--- config.mk ---
export PLATFORM = sky130hd
export DESIGN_NAME = fault_supervisor
export DESIGN_NICKNAME = d
export VERILOG_FILES = /design/src/fault_pkg.sv /design/src/fault_supervisor.sv
export VERILOG_INCLUDE_DIRS = /design/src
export SDC_FILE = /design/constraint.sdc
export NUM_CORES = 1
export LEC_CHECK = 0
export BUFFER_PORTS_ARGS = -buffer_cell sky130_fd_sc_hd__clkbuf_2
export CAP_MARGIN = 20
export CELL_PAD_IN_SITES_DETAIL_PLACEMENT = 1
export CELL_PAD_IN_SITES_GLOBAL_PLACEMENT = 1
export CORE_ASPECT_RATIO = 0.9
export CORE_MARGIN = 4
export CORE_UTILIZATION = 45
export CTS_CLUSTER_DIAMETER = 60
export DETAILED_ROUTE_END_ITERATION = 10
export PLACE_DENSITY = 0.88
export REMOVE_ABC_BUFFERS = 1
export SLEW_MARGIN = 20
export SYNTH_ARGS = -nofsm -noshare
export SYNTH_HDL_FRONTEND = slang
export SYNTH_SLANG_ARGS = --single-unit
--- constraint.sdc ---
create_clock -name clk -period 5.3 [get_ports clk]
set_input_delay 0.53 -clock clk [delete_from_list [all_inputs] [get_ports clk]]
set_output_delay 0.53 -clock clk [all_outputs]
set_load 0.02 [all_outputs]
--- src/fault_defs.svh ---
// Constants for the fault protection supervisor
// Operation
// - Over-voltage trip sets flag, shuts analog 200ms
// - Recheck over-voltage detector after cooling ends
// - Over-current trip sets flag, shuts analog 200ms
// - Recheck over-current detector after cooling ends
// - Under-voltage trip sets flag, shuts analog 200ms
// - Recheck under-voltage detector after cooling ends
// - Over-temperature trip shuts analog for 200ms
// - Temperature event ends only below release threshold
// - Battery code, 10 bits, readable at 0x48
// - Die temperature kelvin code readable at 0x47
// - Temperature codes span minus 40 to 175C
`ifndef FAULT_DEFS_SVH
`define FAULT_DEFS_SVH

`define CLK_HZ 50000000
`define COOL_TIME_MS 200
`define MS_PER_S 1000

`define ADDR_W 8
`define DATA_W 16
`define TEMP_CODE_W 9
`define BAT_CODE_W 10
`define COOL_CNT_W 24
`define NUM_FAULTS 4

`define ADDR_TEMP_CODE 8'h47
`define ADDR_BAT_CODE 8'h48
`define ADDR_FAULT_STATUS 8'h49

`define FAULT_OV 0
`define FAULT_OC 1
`define FAULT_UV 2
`define FAULT_OT 3

`define ACTIVE_LSB 4
`define TEMP_CODE_RST 9'h000
`define BAT_CODE_RST 10'h000
`define DATA_ZERO 16'h0000

`endif

--- src/fault_pkg.sv ---
// Types shared by the fault protection supervisor
package fault_pkg;
  `include "fault_defs.svh"

  typedef enum logic [1:0] {
    CH_IDLE,
    CH_COOL,
    CH_CHECK
  } chan_state_e;

  typedef struct packed {
    logic ot;
    logic uv;
    logic oc;
    logic ov;
  } fault_vec_s;

  typedef struct packed {
    logic rd;
    logic wr;
    logic [`ADDR_W-1:0] addr;
    logic [`DATA_W-1:0] wdata;
  } reg_req_s;
endpackage

--- src/fault_supervisor.sv ---
// Fault protection supervisor: trip detection, cooling timers, shutdown, readout
`include "fault_defs.svh"
module fault_supervisor import fault_pkg::*; #(
  parameter int unsigned COOL_CYCLES =
    32'((64'(`COOL_TIME_MS) * 64'(`CLK_HZ)) / 64'(`MS_PER_S))
) (
  input wire logic clk,
  input wire logic rstn,
  input wire fault_vec_s trip_raw,
  input wire logic ot_release_raw,
  input wire logic sense_valid,
  input wire logic [`BAT_CODE_W-1:0] bat_code_in,
  input wire logic [`TEMP_CODE_W-1:0] temp_code_in,
  input wire reg_req_s reg_req,
  output logic [`DATA_W-1:0] reg_rdata_q,
  output logic reg_rvalid_q,
  output fault_vec_s flags_q,
  output logic analog_shutdown_q
);

  typedef enum logic [1:0] {
    SEL_NONE,
    SEL_TEMP,
    SEL_BAT,
    SEL_STATUS
  } reg_sel_e;

  // Decode shared by read and write paths
  function automatic reg_sel_e reg_select(input logic [`ADDR_W-1:0] a);
    reg_sel_e s;
    s = SEL_NONE;
    case (a)
      `ADDR_TEMP_CODE: s = SEL_TEMP;
      `ADDR_BAT_CODE: s = SEL_BAT;
      `ADDR_FAULT_STATUS: s = SEL_STATUS;
      default: s = SEL_NONE;
    endcase
    return s;
  endfunction

  localparam logic [`COOL_CNT_W-1:0] COOL_LOAD = `COOL_CNT_W'(COOL_CYCLES);

  // Comparator outputs are analog and asynchronous
  fault_vec_s trip_meta_q;
  fault_vec_s trip_sync_q;
  logic rel_meta_q;
  logic rel_sync_q;

  always_ff @(posedge clk or negedge rstn) begin
    if (!rstn) begin
      trip_meta_q <= '0;
      trip_sync_q <= '0;
      rel_meta_q <= 1'b0;
      rel_sync_q <= 1'b0;
    end else begin
      trip_meta_q <= trip_raw;
      trip_sync_q <= trip_meta_q;
      rel_meta_q <= ot_release_raw;
      rel_sync_q <= rel_meta_q;
    end
  end

  logic [`NUM_FAULTS-1:0] trip_vec;
  logic [`NUM_FAULTS-1:0] ended_vec;
  logic [`NUM_FAULTS-1:0] active_vec;
  logic [`NUM_FAULTS-1:0] set_pulse;

  assign trip_vec = trip_sync_q;
  // Voltage and current faults end when their detector drops
  assign ended_vec[`FAULT_OV] = !trip_sync_q.ov;
  assign ended_vec[`FAULT_OC] = !trip_sync_q.oc;
  assign ended_vec[`FAULT_UV] = !trip_sync_q.uv;
  // Hysteresis: the trip comparator alone would end the event too early
  assign ended_vec[`FAULT_OT] = rel_sync_q && !trip_sync_q.ot;

  for (genvar g = 0; g < `NUM_FAULTS; g++) begin : g_chan
    chan_state_e state_q;
    logic [`COOL_CNT_W-1:0] cnt_q;
    logic cool_done;
    logic cool_load;

    // Last count of the span; a zero count must not wrap
    assign cool_done = (state_q == CH_COOL) && (cnt_q <= `COOL_CNT_W'(1));
    // Fresh trip from idle, or a recheck that still finds the fault
    assign cool_load = ((state_q == CH_IDLE) && trip_vec[g])
      || ((state_q == CH_CHECK) && !ended_vec[g]);

    // One independent cooling timer per fault
    always_ff @(posedge clk or negedge rstn) begin
      if (!rstn) begin
        state_q <= CH_IDLE;
      end else begin
        case (state_q)
          CH_IDLE: begin
            if (trip_vec[g]) begin
              state_q <= CH_COOL;
            end
          end
          CH_COOL: begin
            if (cool_done) begin
              state_q <= CH_CHECK;
            end
          end
          CH_CHECK: begin
            // Fault still present: start another full cooling period
            if (ended_vec[g]) begin
              state_q <= CH_IDLE;
            end else begin
              state_q <= CH_COOL;
            end
          end
          default: begin
            state_q <= CH_IDLE;
          end
        endcase
      end
    end

    // Counter runs only while cooling; rests at zero otherwise
    always_ff @(posedge clk or negedge rstn) begin
      if (!rstn) begin
        cnt_q <= '0;
      end else if (cool_load) begin
        cnt_q <= COOL_LOAD;
      end else if (cool_done) begin
        cnt_q <= '0;
      end else if (state_q == CH_COOL) begin
        cnt_q <= cnt_q - `COOL_CNT_W'(1);
      end
    end

    assign active_vec[g] = (state_q != CH_IDLE);
    assign set_pulse[g] = (state_q == CH_IDLE) && trip_vec[g];
  end

  logic any_active;
  logic any_trip;

  assign any_active = |active_vec;
  // A synced trip counts at once, before its channel leaves idle
  assign any_trip = |trip_vec;

  always_ff @(posedge clk or negedge rstn) begin
    if (!rstn) begin
      analog_shutdown_q <= 1'b0;
    end else begin
      analog_shutdown_q <= any_active || any_trip;
    end
  end

  // Sticky flags; a new trip wins over a clear in the same cycle
  logic status_wr;
  logic [`NUM_FAULTS-1:0] clr_mask;

  assign status_wr = reg_req.wr && (reg_select(reg_req.addr) == SEL_STATUS);
  assign clr_mask = status_wr ? reg_req.wdata[`NUM_FAULTS-1:0] : '0;

  always_ff @(posedge clk or negedge rstn) begin
    if (!rstn) begin
      flags_q <= '0;
    end else begin
      flags_q <= (flags_q & ~clr_mask) | set_pulse;
    end
  end

  // Sensor words come from converters on this clock
  logic [`BAT_CODE_W-1:0] bat_code_q;
  logic [`TEMP_CODE_W-1:0] temp_code_q;

  always_ff @(posedge clk or negedge rstn) begin
    if (!rstn) begin
      bat_code_q <= `BAT_CODE_RST;
    end else if (sense_valid) begin
      bat_code_q <= bat_code_in;
    end
  end

  // Stored as given; codes outside the sensor span are not clamped
  always_ff @(posedge clk or negedge rstn) begin
    if (!rstn) begin
      temp_code_q <= `TEMP_CODE_RST;
    end else if (sense_valid) begin
      temp_code_q <= temp_code_in;
    end
  end

  logic [`DATA_W-1:0] status_word;
  logic [`DATA_W-1:0] rd_mux;

  always_comb begin
    status_word = `DATA_ZERO;
    status_word[`NUM_FAULTS-1:0] = flags_q;
    status_word[`ACTIVE_LSB +: `NUM_FAULTS] = active_vec;
  end

  always_comb begin
    rd_mux = `DATA_ZERO;
    case (reg_select(reg_req.addr))
      SEL_TEMP: rd_mux = {{(`DATA_W-`TEMP_CODE_W){1'b0}}, temp_code_q};
      SEL_BAT: rd_mux = {{(`DATA_W-`BAT_CODE_W){1'b0}}, bat_code_q};
      SEL_STATUS: rd_mux = status_word;
      default: rd_mux = `DATA_ZERO;
    endcase
  end

  // Answer pulse follows every read by one cycle
  always_ff @(posedge clk or negedge rstn) begin
    if (!rstn) begin
      reg_rvalid_q <= 1'b0;
    end else begin
      reg_rvalid_q <= reg_req.rd;
    end
  end

  // Data holds until the next read so a slow reader still sees it
  always_ff @(posedge clk or negedge rstn) begin
    if (!rstn) begin
      reg_rdata_q <= `DATA_ZERO;
    end else if (reg_req.rd) begin
      reg_rdata_q <= rd_mux;
    end
  end

endmodule

==> results.sh <==
export IMPL_synthSimpleGateAreaFrac=0.2288
export IMPL_synthAdderAreaFrac=0.01295
export IMPL_hold_viol=0
export IMPL_finalCritPeriodShare=0.5385
export IMPL_yosysWarnings=0
export IMPL_ant_nets=0
export IMPL_clkLatencyLatePin_ns=0.44
export IMPL_power_density_nw_per_um2=410.9
export IMPL_avgSynthCellArea_um2=9.831
export IMPL_io_buffer_count=56
export IMPL_critPathSlowestCell="o31a_1"
export IMPL_routed_wl_mm=21.98
export IMPL_status="finished, final reports clean"
export IMPL_peakVddDrop_v=0.0002397
export IMPL_antenna_found_initial=0
export IMPL_layout_setup_ws_ns=2.446
export IMPL_path_delay_family="compound AO/OA/AOI/OAI gates"
export IMPL_crit_path_max_fanout=21
export IMPL_period_needed_ns=2.854
export IMPL_synth_top_cell_area_share=0.4825
export IMPL_overflow=0
export IMPL_p_leak_nw=3.688
export IMPL_diodes=0
export IMPL_via_count=6695
export IMPL_syn2layout_area_growth_pct=12.45
export IMPL_arrival_ns=3.20
export IMPL_synth_distinct_cells=78
export IMPL_regArea_um2=3729
export IMPL_grt_max_degree=102
export IMPL_p_int_mw=2.372
export IMPL_fillers=1856
export IMPL_fp_coreArea_um2=16830
export IMPL_slew_headroom=0.3711
export IMPL_cts_buffer_depth=2
export IMPL_finalSetupViolCount=0
export IMPL_drt_iter0_drc=491
export IMPL_use_met1=0.3028
export IMPL_yosysMostFrequentCell="dfrtp_1"
export IMPL_fin_tns_setup_ns=0
export IMPL_synth_area_leaders="dfrtp_1, nor2_1, a31oi_1"
export IMPL_io_pins=75
export IMPL_yosys_top_cells_count="dfrtp_1, nor2_1, nand2_1"
export IMPL_cts_resized_gates=0
export IMPL_end_kind="register"
export IMPL_nets=889
export IMPL_drv_slew=0
export IMPL_initial_core_util=0.4590
export IMPL_synth_async_reset_ratio=1.000
export IMPL_cts_setup_buffers=0
export IMPL_start_kind="register"
export IMPL_drc_errors=0
export IMPL_cp_cell_sequence="inv_1 > ha_1 > o21ai_0 > o31a_1 > o21ai_0 > a31oi_1"
export IMPL_swShare=0.3356
export IMPL_syn_inst=786
export IMPL_die_h_um=132.3
export IMPL_synth_area_um2=7727
export IMPL_cts_num_sinks=149
export IMPL_die_area_um2=19340
export IMPL_post_dp_hpwl_mm=14.31
export IMPL_rows=45
export IMPL_synth_seq_cells=149
export IMPL_clock_root_buffer="clkbuf_16"
export IMPL_ys_flop_type="dfrtp_1"
export IMPL_critPathKind="reg -> reg"
export IMPL_synth_seq_area_share=0.4825
export IMPL_worst_slew_pin_slew_ns=0.9415
export IMPL_clkPwrFrac=0.346
export IMPL_cts_reportedPaths_clkPinSlew_ns=0.06
export IMPL_cts_tree="built"
export IMPL_path_common_cell="o21ai_0"
export IMPL_viasPerCell=6.364
export IMPL_met3_usage=0.05191
export IMPL_cpPeakStageDelay_ns=0.75
export IMPL_synth_top_family_by_area="simple AND/OR/NAND/NOR gates"
export IMPL_cts_buffers=17
export IMPL_max_freq_mhz=350.4
export IMPL_place_ws_ns=2.541
export IMPL_grt_pass1_vias=6949
export IMPL_htreeDepth=4
export IMPL_synth_edf_count=0
export IMPL_synthMuxAreaShare=0.03028
export IMPL_instances_no_fill=1052
export IMPL_dp_cells=1020
export IMPL_postCtsHoldBufs=0
export IMPL_yosysTopAreaCell="dfrtp_1"
export IMPL_fin_skew_ns=0.01213
export IMPL_synth_compound_area_share=0.1894
export IMPL_place_gp_congestion=0.8408
export IMPL_wl_per_cell_um=20.89
export IMPL_crit_buf_inv=1
export IMPL_final_util=0.5162
export IMPL_required_ns=5.65
export IMPL_drive_gt1_frac=0.1629
export IMPL_p_switching_mw=1.198
export IMPL_hp_class="in -> async"
export IMPL_combPwrFrac=0.208
export IMPL_die_w_um=146.1
export IMPL_met2_usage=0.3808
export IMPL_max_cap_violations=0
export IMPL_power_share_sequential=0.446
export IMPL_grt_pass1_wl_mm=36.38
export IMPL_multi_input_area_um2=3689
export IMPL_grt_busiest_layer="met2"
export IMPL_rsz0062_at_grt="false"
export IMPL_synth_xor_area_frac=0.01020
export IMPL_track_usage=0.2309
export IMPL_drt_pass1_iterations=8
[logic make-up (layout without fill, tap and decap cells)]
family          Yosys count  in the layout
simple gates            308            308
compound gates          218            218
flops                   149            149
buf+inv                  72            122
mux                      21             21
xor+xnor                  9              9
fa+ha+maj                 8              8
other cells               1              6
[metrics by stage]
stage	hold slack [ns]	total power [mW]	instance area (um2)
after floorplan	0.2344	2.070	7520
after global placement	0.3331	2.274	8084
after detailed placement	0.3386	2.330	8084
after CTS	0.1869	3.578	8675
after global routing	0.1849	3.753	8690
final	0.1828	3.571	8690
[cell usage in the layout (no fill, tap or decap), drive strengths merged, types with 5 or more instances in the layout]
cell and count:
dfrtp 149, clkbuf 80, nor2 64, nand2 51, o21ai 51, a21oi 41, a31oi 36, nor3 36
inv 33, nand3 31, nor4 30, or3 20, mux2 19, nand2b 16, or4 15, nand4 12
o211ai 10, o22ai 9, nor2b 8, ha 8, a21o 7, a222oi 7, a22o 6, xor2 6
conb 6, o31ai 6, and4 5, a211o 5, or2 5
[path summary, 6_finish.rpt]
| path | from | to | slack [ns] | depth (start not counted) |
|---|---|---|---|---|
| max in group asynchronous | rstn | g_chan[3].cnt_q[12] | 3.86 | 2 |
| worst max register to register | g_chan[1].cnt_q[0] | g_chan[1].cnt_q[13] | 2.45 | 6 |
| min in group clk | trip_raw[1] | trip_meta_q[1] | 0.20 | 1 |
| worst min-delay path | rstn | g_chan[0].cnt_q[3] | 0.18 | 1 |
| worst min register to register | rel_meta_q | rel_sync_q | 0.35 | 0 |
| worst max-delay path | g_chan[1].cnt_q[0] | g_chan[1].cnt_q[13] | 2.45 | 6 |
[power by group through the flow]
stage	clock network [mW]	logic (mW)	registers, mW
finish	1.24	0.743	1.59
global route	1.30	0.828	1.62
CTS	1.25	0.744	1.58
detailed placement	0	0.734	1.60
global placement	0	0.690	1.58
floorplan	0	0.535	1.54
[area by class of cell]
type	instances	area share
sequential	149	0.4291
multi-input combinational	570	0.4245
clock buffer	25	0.05702
timing repair buffer	57	0.03384
tap	211	0.03038
inverter	33	0.01425
clock inverter	7	0.01094
[registers in the layout, indices dropped and copies added (netlist names)]
| name | count |
|---|---|
| bat_code_q | 10 |
| flags_q | 4 |
| g_chan.cnt_q | 96 |
| reg_rdata_q | 10 |
| g_chan.state_q | 8 |
| temp_code_q | 9 |
| analog_shutdown_q | 1 |
| trip_sync_q | 4 |
| rel_meta_q | 1 |
| reg_rvalid_q | 1 |
| rel_sync_q | 1 |
| trip_meta_q | 4 |
[layer usage]
| layer | vias up | routed length, um |
|---|---|---|
| met2 | 164 | 10800 |
| met1 | 3437 | 9780 |
| met3 | 36 | 974 |
| met5 | - | 0 |
| li1 | 3058 | - |
| met4 | 0 | 424 |
No activity file was read; power rests on OpenSTA's default activity.
